## config.mk

```make
export PLATFORM = sky130hd
export DESIGN_NAME = gpw_ports
export DESIGN_NICKNAME = d
export VERILOG_FILES = /design/src/shared/gpw_pkg.sv /design/src/core/gpw_ports.sv
export SDC_FILE = /design/constraint.sdc
export NUM_CORES = 1
export LEC_CHECK = 0
export ABC_CLOCK_PERIOD_IN_PS = 2470
export BUFFER_PORTS_ARGS = -buffer_cell sky130_fd_sc_hd__buf_2
export CORE_MARGIN = 2
export CORE_UTILIZATION = 50
export CTS_CLUSTER_DIAMETER = 120
export DETAILED_ROUTE_END_ITERATION = 10
export PLACE_DENSITY_LB_ADDON = 0.1
export SLEW_MARGIN = 10
export SYNTH_ARGS = -nofsm -noshare
export SYNTH_HDL_FRONTEND = slang
export SYNTH_SLANG_ARGS = --single-unit
export TNS_END_PERCENT = 20
```

## constraint.sdc

```tcl
create_clock -name clk -period 2.47 [get_ports clk]
set_input_delay 0 -clock clk [delete_from_list [all_inputs] [get_ports clk]]
set_output_delay 0 -clock clk [all_outputs]
set_load 0.1 [all_outputs]
```

## src/shared/gpw_pkg.sv

```systemverilog
// Purpose: constants for the two-port gpio block with pull-high and wake
// Assumes: one 40 MHz clock; registers reached by a register select index
// Notes:
package gpw_pkg;
    // clock rate
    localparam int unsigned CLK_HZ = 40_000_000;
    // port widths
    localparam int unsigned PA_W = 8;
    localparam int unsigned PB_W = 6;
    // register select width and indices
    localparam int unsigned SEL_W = 3;
    localparam logic [2:0] IDX_PA_DATA = 3'h0;
    localparam logic [2:0] IDX_PA_DIR = 3'h1;
    localparam logic [2:0] IDX_PA_PU = 3'h2;
    localparam logic [2:0] IDX_PA_WAKE = 3'h3;
    localparam logic [2:0] IDX_PB_DATA = 3'h4;
    localparam logic [2:0] IDX_PB_DIR = 3'h5;
    localparam logic [2:0] IDX_PB_PU = 3'h6;
    localparam logic [2:0] IDX_REMAP = 3'h7;
    // values after reset
    localparam logic [7:0] RST_PA_DATA = 8'hff;
    localparam logic [7:0] RST_PA_DIR = 8'hff;
    localparam logic [7:0] RST_PA_PU = 8'h00;
    localparam logic [7:0] RST_PA_WAKE = 8'h00;
    localparam logic [5:0] RST_PB_DATA = 6'h3f;
    localparam logic [5:0] RST_PB_DIR = 6'h3f;
    localparam logic [5:0] RST_PB_PU = 6'h00;
    localparam logic [7:0] RST_REMAP = 8'h50;
    // synchroniser depth for pins
    localparam int unsigned SYNC_STAGES = 2;
endpackage

```

## src/core/gpw_ports.sv

```systemverilog
// Purpose: port a (8 pins) and port b (6 pins) with direction, latch,
//          pull-high select and port a falling-edge wake
// Assumes: cpu reaches registers by select index, write and read strobes
//          strobes and soft resets come from logic on clk, pins do not
// Notes: clock must run while halted for the wake detector to see edges
//        input bits read back the pin as it stood two clocks earlier
//        a watchdog reset while halted leaves every register alone
//        remap control is plain storage, its lock field is not enforced
//        wake_req is a one-clock pulse per falling edge on a selected pin while halted
`timescale 1ns/1ps
module gpw_ports #(
    parameter int unsigned PA_BITS = gpw_pkg::PA_W,
    parameter int unsigned PB_BITS = gpw_pkg::PB_W
) (
    input wire logic clk,
    input wire logic arst_n,
    // soft reset requests and halt state, all on clk
    input wire logic ext_lvr_rst,
    input wire logic wdt_rst,
    input wire logic halted,
    // register access strobes
    input wire logic [gpw_pkg::SEL_W-1:0] reg_sel,
    input wire logic wr_en,
    input wire logic [7:0] wr_data,
    input wire logic rd_en,
    output logic [7:0] rd_data,
    // port a pins
    input wire logic [7:0] pa_i,
    output logic [7:0] pa_o,
    output logic [7:0] pa_oe,
    output logic [7:0] pa_pu_en,
    // port b pins
    input wire logic [5:0] pb_i,
    output logic [5:0] pb_o,
    output logic [5:0] pb_oe,
    output logic [5:0] pb_pu_en,
    // stored configuration and wake
    output logic [7:0] remap_ctrl,
    output logic wake_req
);

    // refuse widths the fixed register layout cannot serve
    // every register is one byte with a fixed bit layout
    if (PA_BITS != 8 || PB_BITS != 6) begin : g_width_check
        $error("gpw_ports: port widths fixed at 8 and 6");
    end

    // configuration registers
    // power-on and soft resets load the same package defaults
    logic [7:0] pa_data_q, pa_data_d; // port a output latch
    logic [7:0] pa_dir_q, pa_dir_d; // port a direction, 1 = input
    logic [7:0] pa_pu_q, pa_pu_d; // port a pull-high select
    logic [7:0] pa_wake_q, pa_wake_d; // port a wake select
    logic [5:0] pb_data_q, pb_data_d; // port b output latch
    logic [5:0] pb_dir_q, pb_dir_d; // port b direction
    logic [5:0] pb_pu_q, pb_pu_d; // port b pull-high select
    logic [7:0] remap_q, remap_d; // remap control, stored only

    // pin synchronisers and wake state
    // stage one of a synchroniser is read by stage two only
    logic [7:0] pa_s1_q, pa_s2_q; // port a sync stages
    logic [5:0] pb_s1_q, pb_s2_q; // port b sync stages
    logic [7:0] pa_prev_q, pa_prev_d; // last synced port a level
    logic wake_q, wake_d; // wake request pulse
    logic [7:0] rd_q, rd_d; // read data register

    // soft reset: watchdog while halted keeps everything
    // external and low-voltage resets always reload the defaults
    // a soft reset outranks a write landing on the same edge
    logic soft_rst;
    assign soft_rst = ext_lvr_rst | (wdt_rst & ~halted);

    // live pin view merged with latch per direction
    // input bits show the synced pin, output bits show the latch
    logic [7:0] pa_view;
    logic [5:0] pb_view;
    for (genvar k = 0; k < 8; k++) begin : g_pa_view
        // one mux per port a pin
        assign pa_view[k] = pa_dir_q[k] ? pa_s2_q[k] : pa_data_q[k];
    end
    for (genvar k = 0; k < 6; k++) begin : g_pb_view
        // one mux per port b pin
        assign pb_view[k] = pb_dir_q[k] ? pb_s2_q[k] : pb_data_q[k];
    end

    // next values of the register file
    // every register holds unless a soft reset or a write moves it
    always_comb begin
        pa_data_d = pa_data_q;
        pa_dir_d = pa_dir_q;
        pa_pu_d = pa_pu_q;
        pa_wake_d = pa_wake_q;
        pb_data_d = pb_data_q;
        pb_dir_d = pb_dir_q;
        pb_pu_d = pb_pu_q;
        remap_d = remap_q;
        if (soft_rst) begin
            // defaults after external, low-voltage or normal watchdog reset
            pa_data_d = gpw_pkg::RST_PA_DATA;
            pa_dir_d = gpw_pkg::RST_PA_DIR;
            pa_pu_d = gpw_pkg::RST_PA_PU;
            pa_wake_d = gpw_pkg::RST_PA_WAKE;
            pb_data_d = gpw_pkg::RST_PB_DATA;
            pb_dir_d = gpw_pkg::RST_PB_DIR;
            pb_pu_d = gpw_pkg::RST_PB_PU;
            remap_d = gpw_pkg::RST_REMAP;
        end else if (wr_en) begin
            // latches change only on a write to them
            // port b keeps six bits, the upper two are dropped
            // remap control has no lock here, every write lands
            case (reg_sel)
                gpw_pkg::IDX_PA_DATA: pa_data_d = wr_data;
                gpw_pkg::IDX_PA_DIR: pa_dir_d = wr_data;
                gpw_pkg::IDX_PA_PU: pa_pu_d = wr_data;
                gpw_pkg::IDX_PA_WAKE: pa_wake_d = wr_data;
                gpw_pkg::IDX_PB_DATA: pb_data_d = wr_data[5:0];
                gpw_pkg::IDX_PB_DIR: pb_dir_d = wr_data[5:0];
                gpw_pkg::IDX_PB_PU: pb_pu_d = wr_data[5:0];
                gpw_pkg::IDX_REMAP: remap_d = wr_data;
                default: remap_d = remap_q;
            endcase
        end
    end

    // register file flops
    // power-on reset is asynchronous, the soft resets are not
    always_ff @(posedge clk or negedge arst_n) begin
        if (!arst_n) begin
            pa_data_q <= gpw_pkg::RST_PA_DATA;
            pa_dir_q <= gpw_pkg::RST_PA_DIR;
            pa_pu_q <= gpw_pkg::RST_PA_PU;
            pa_wake_q <= gpw_pkg::RST_PA_WAKE;
            pb_data_q <= gpw_pkg::RST_PB_DATA;
            pb_dir_q <= gpw_pkg::RST_PB_DIR;
            pb_pu_q <= gpw_pkg::RST_PB_PU;
            remap_q <= gpw_pkg::RST_REMAP;
        end else begin
            pa_data_q <= pa_data_d;
            pa_dir_q <= pa_dir_d;
            pa_pu_q <= pa_pu_d;
            pa_wake_q <= pa_wake_d;
            pb_data_q <= pb_data_d;
            pb_dir_q <= pb_dir_d;
            pb_pu_q <= pb_pu_d;
            remap_q <= remap_d;
        end
    end

    // two-flop pin synchronisers, stage one feeds stage two only
    // pins idle high, so reset fills the stages with ones
    // that keeps a false falling edge from following reset
    always_ff @(posedge clk or negedge arst_n) begin
        if (!arst_n) begin
            pa_s1_q <= 8'hff;
            pa_s2_q <= 8'hff;
            pb_s1_q <= 6'h3f;
            pb_s2_q <= 6'h3f;
        end else begin
            pa_s1_q <= pa_i;
            pa_s2_q <= pa_s1_q;
            pb_s1_q <= pb_i;
            pb_s2_q <= pb_s1_q;
        end
    end

    // read mux and wake detector next values
    // an idle cycle leaves the last read data standing
    always_comb begin
        rd_d = rd_q;
        if (rd_en) begin
            // sample at the read, nothing held from before
            // port b reads pad the two unimplemented bits with zero
            case (reg_sel)
                gpw_pkg::IDX_PA_DATA: rd_d = pa_view;
                gpw_pkg::IDX_PA_DIR: rd_d = pa_dir_q;
                gpw_pkg::IDX_PA_PU: rd_d = pa_pu_q;
                gpw_pkg::IDX_PA_WAKE: rd_d = pa_wake_q;
                gpw_pkg::IDX_PB_DATA: rd_d = {2'h0, pb_view};
                gpw_pkg::IDX_PB_DIR: rd_d = {2'h0, pb_dir_q};
                gpw_pkg::IDX_PB_PU: rd_d = {2'h0, pb_pu_q};
                gpw_pkg::IDX_REMAP: rd_d = remap_q;
                default: rd_d = 8'h00;
            endcase
        end
        // one pulse per falling edge of an enabled pin while halted
        // prev is the synced level one clock older than stage two
        // a pin held low gives no further pulse
        pa_prev_d = pa_s2_q;
        wake_d = halted & |(pa_prev_q & ~pa_s2_q & pa_wake_q);
    end

    // read data and wake flops
    // prev resets high like the pins, so no edge follows reset
    always_ff @(posedge clk or negedge arst_n) begin
        if (!arst_n) begin
            rd_q <= 8'h00;
            pa_prev_q <= 8'hff;
            wake_q <= 1'b0;
        end else begin
            rd_q <= rd_d;
            pa_prev_q <= pa_prev_d;
            wake_q <= wake_d;
        end
    end

    // pin drive: direction zero drives the latch push-pull
    // the output enable is high while the pin is driven
    // pull-high only on input pins with select set
    for (genvar k = 0; k < 8; k++) begin : g_pa_pin
        // port a pin k
        assign pa_o[k] = pa_data_q[k];
        assign pa_oe[k] = ~pa_dir_q[k];
        assign pa_pu_en[k] = pa_dir_q[k] & pa_pu_q[k];
    end
    for (genvar k = 0; k < 6; k++) begin : g_pb_pin
        // port b pin k
        assign pb_o[k] = pb_data_q[k];
        assign pb_oe[k] = ~pb_dir_q[k];
        assign pb_pu_en[k] = pb_dir_q[k] & pb_pu_q[k];
    end
    // register values and pulses seen outside come from flops
    assign remap_ctrl = remap_q;
    assign rd_data = rd_q;
    assign wake_req = wake_q;

endmodule // gpw_ports

```

==> results.json <==
{
  "status": "completed",
  "slowest_stage": "dfstp_2",
  "cp.required_ps": 2470,
  "synth_edf_count": 0,
  "initial_core_util": 0.520,
  "period_needed_ps": 1580,
  "wl_mm": 11.6,
  "irDropWorstVdd_v": 0.000386,
  "finalWorstSetupSlack_ps": 886,
  "vias": 3710,
  "max_slew_margin": 0.329,
  "seq_area_frac_synth": 0.584,
  "hold_path_class": "in2reg",
  "cts_buffers": 9,
  "clkLatencyLatePin_ps": 370,
  "drive_gt1_frac": 0.327,
  "fmax_mhz": 631,
  "worstPathArrival_ps": 1580,
  "worst_setup_path_end_kind": "primary output",
  "final_nets": 586,
  "die_h_microns": 99.5,
  "pin_count": 91,
  "worst_slew_pin_slew_ps": 1010,
  "cts_root_buf": "clkbuf_8",
  "die_area_sq_mm": 0.00989,
  "worstPathCellList": "inv_1 -> nor2_1 -> buf_2",
  "clockBufferDepth": 2,
  "rsz0062_at_grt": "false",
  "r2r_cells": 4,
  "power.leakage_uw": 0.00256,
  "netlist_area_sq_mm": 0.00456,
  "clock_skew_ps": 10.9,
  "post-route-period-util": 0.641,
  "yosys.cell_types.count": 38,
  "syn_area_per_cell_sq_um": 10.1,
  "core_sq_mm": 0.00876,
  "firstDrtPassIters": 4,
  "post-place-ws_ps": 659,
  "row_count": 34,
  "grt_pass1_wl_mm": 18.4,
  "cts_max_level": 3,
  "path_max_fanout": 3,
  "synthTopCellsByArea": "dfstp_2 38%, dfrtp_1 20%, nand2_1 8.7%",
  "setup_violations": 0,
  "ant_nets": 0,
  "die_x_microns": 99.5,
  "synth_nets": 484,
  "netlist_instances": 452,
  "detail_route.vias_per_cell": 5.56,
  "final_common_cell": "nand2_1",
  "post_drt_wl_per_cell_microns": 17.4,
  "port_buffers": 90,
  "grt_max_degree": 62,
  "setup_tns_ps": 0,
  "hp-start": "reg_sel[1]",
  "drt_iter0_drc": 203,
  "grt_pass1_vias": 3614,
  "area_growth_pct": 19.5,
  "dp.cells": 626,
  "insertedDiodeCount": 0,
  "dpl.hpwl_mm": 8.06,
  "final_cell_mix": "106 x nand2_1, 89 x buf_2, 66 x dfstp_2",
  "timing.hold.ws_ps": 63.4,
  "clk_pin_slew_ps": 110,
  "reg2reg_slack_ps": 1030,
  "hold_viol_final": 0,
  "max_cap_violations": 0,
  "grt-ovfl-total": 0,
  "synth_top_area_frac": 0.381,
  "drc": 0,
  "path_class": "reg2out",
  "instances_no_fill": 667,
  "cts_sinks": 103,
  "synth_top_area_cell": "dfstp_2",
  "cp-start-kind": "register",
  "async_flop_share": 1.00,
  "cts_tree": "built",
  "synth_warnings": 0,
  "antenna_found_initial": 0,
  "ys_ff_latch": 103,
  "powerDensity_mw_per_mm2": 622,
  "slew_viol_final": 0,
  "finalWeightedCongestion": 0.866,
  "r2r_start": "remap_ctrl[2]$_DFFE_PN0P_",
  "synthFlopType": "dfstp_2",
  "grt_usage": 0.243,
  "max_stage_delay_ps": 570,
  "whs_path_depth": 3,
  "crit_start": "pa_dir_q[1]$_DFFE_PN1P_"
}
## what timing repair did
item                                    in CTS  in global routing
hold buffers                                25                  0
endpoints found under the hold margin       90                  0
setup buffers                                0                  0
resized for setup                            0                  0
endpoints found under the setup margin       0                  0
## final cells by class
cell class | instances | area [sq um]
clock buffer | 10 | 128
multi-input combinational | 299 | 1650
tap | 108 | 135
fill | 746 | 3320
timing repair buffer | 118 | 738
sequential | 103 | 2660
inverter | 23 | 86.3
clock inverter | 6 | 52.6
## critical path, delay by kind of cell (launching register included)
kind	cells	cell delay, ps
buffers and inverters	2	530
and+or+nand+nor	1	120
DFF	1	570
## cells in the mapped netlist (5+ instances only)
| master | count |
|---|---|
| buf_2 | 9 |
| dfrtp_1 | 37 |
| nor2b_1 | 9 |
| inv_1 | 22 |
| nand2_1 | 106 |
| o211ai_1 | 14 |
| mux2i_1 | 20 |
| nor2_1 | 19 |
| dfstp_2 | 66 |
| and2_1 | 10 |
| a211oi_1 | 5 |
| buf_6 | 5 |
| clkbuf_1 | 8 |
| buf_4 | 5 |
| a21oi_1 | 38 |
| nand3_1 | 23 |
| o21ai_0 | 9 |
| o22ai_1 | 10 |
## power breakdown
| group | internal [uW] | switching (uW) | total, uW | leakage [uW] |
|---|---|---|---|---|
| Sequential | 1780 | 39.3 | 1820 | 0.00119 |
| Combinational | 128 | 436 | 564 | 0.00128 |
| Clock | 383 | 615 | 999 | 0.0000854 |
## metrics by stage
stage	power [uW]	utilization	instance area (sq um)
global placement	2380	0.572	5010
global route	3520	0.621	5450
CTS	3410	0.621	5450
floorplan	2240	-	4560
finish	3390	0.621	5450
detailed placement	2390	0.572	5010
## per-layer routing
layer  part of all wire  track usage
met1               0.45        0.335
met2               0.48        0.394
met3              0.053       0.0471
met4              0.016       0.0738
met5                  0            0
## sequential cells by signal (all words and copies together) (netlist names), 8 cells and up
name / flops
pa_dir_q: 8
pa_o: 8
pa_prev_d: 8
pa_prev_q: 8
pa_pu_q: 8
pa_s1_q: 8
pa_wake_q: 8
rd_data: 8
remap_ctrl: 8
## final timing paths
check,endpoint
min in group asynchronous,rd_data[0]$_DFFE_PN0P_
max in group asynchronous,pa_s1_q[1]$_DFF_PN1_
worst min-delay path,rd_data[0]$_DFFE_PN0P_
worst max-delay path,pa_pu_en[1]
worst max register to register,rd_data[2]$_DFFE_PN0P_
worst min register to register,pa_prev_d[7]$_DFF_PN1_
## kinds of logic after synthesis
family | synth area share
flops | 0.584
compound gates | 0.125
mux | 0.0489
simple gates | 0.186
buf+inv | 0.0560
(Power assumes the default switching activity.)
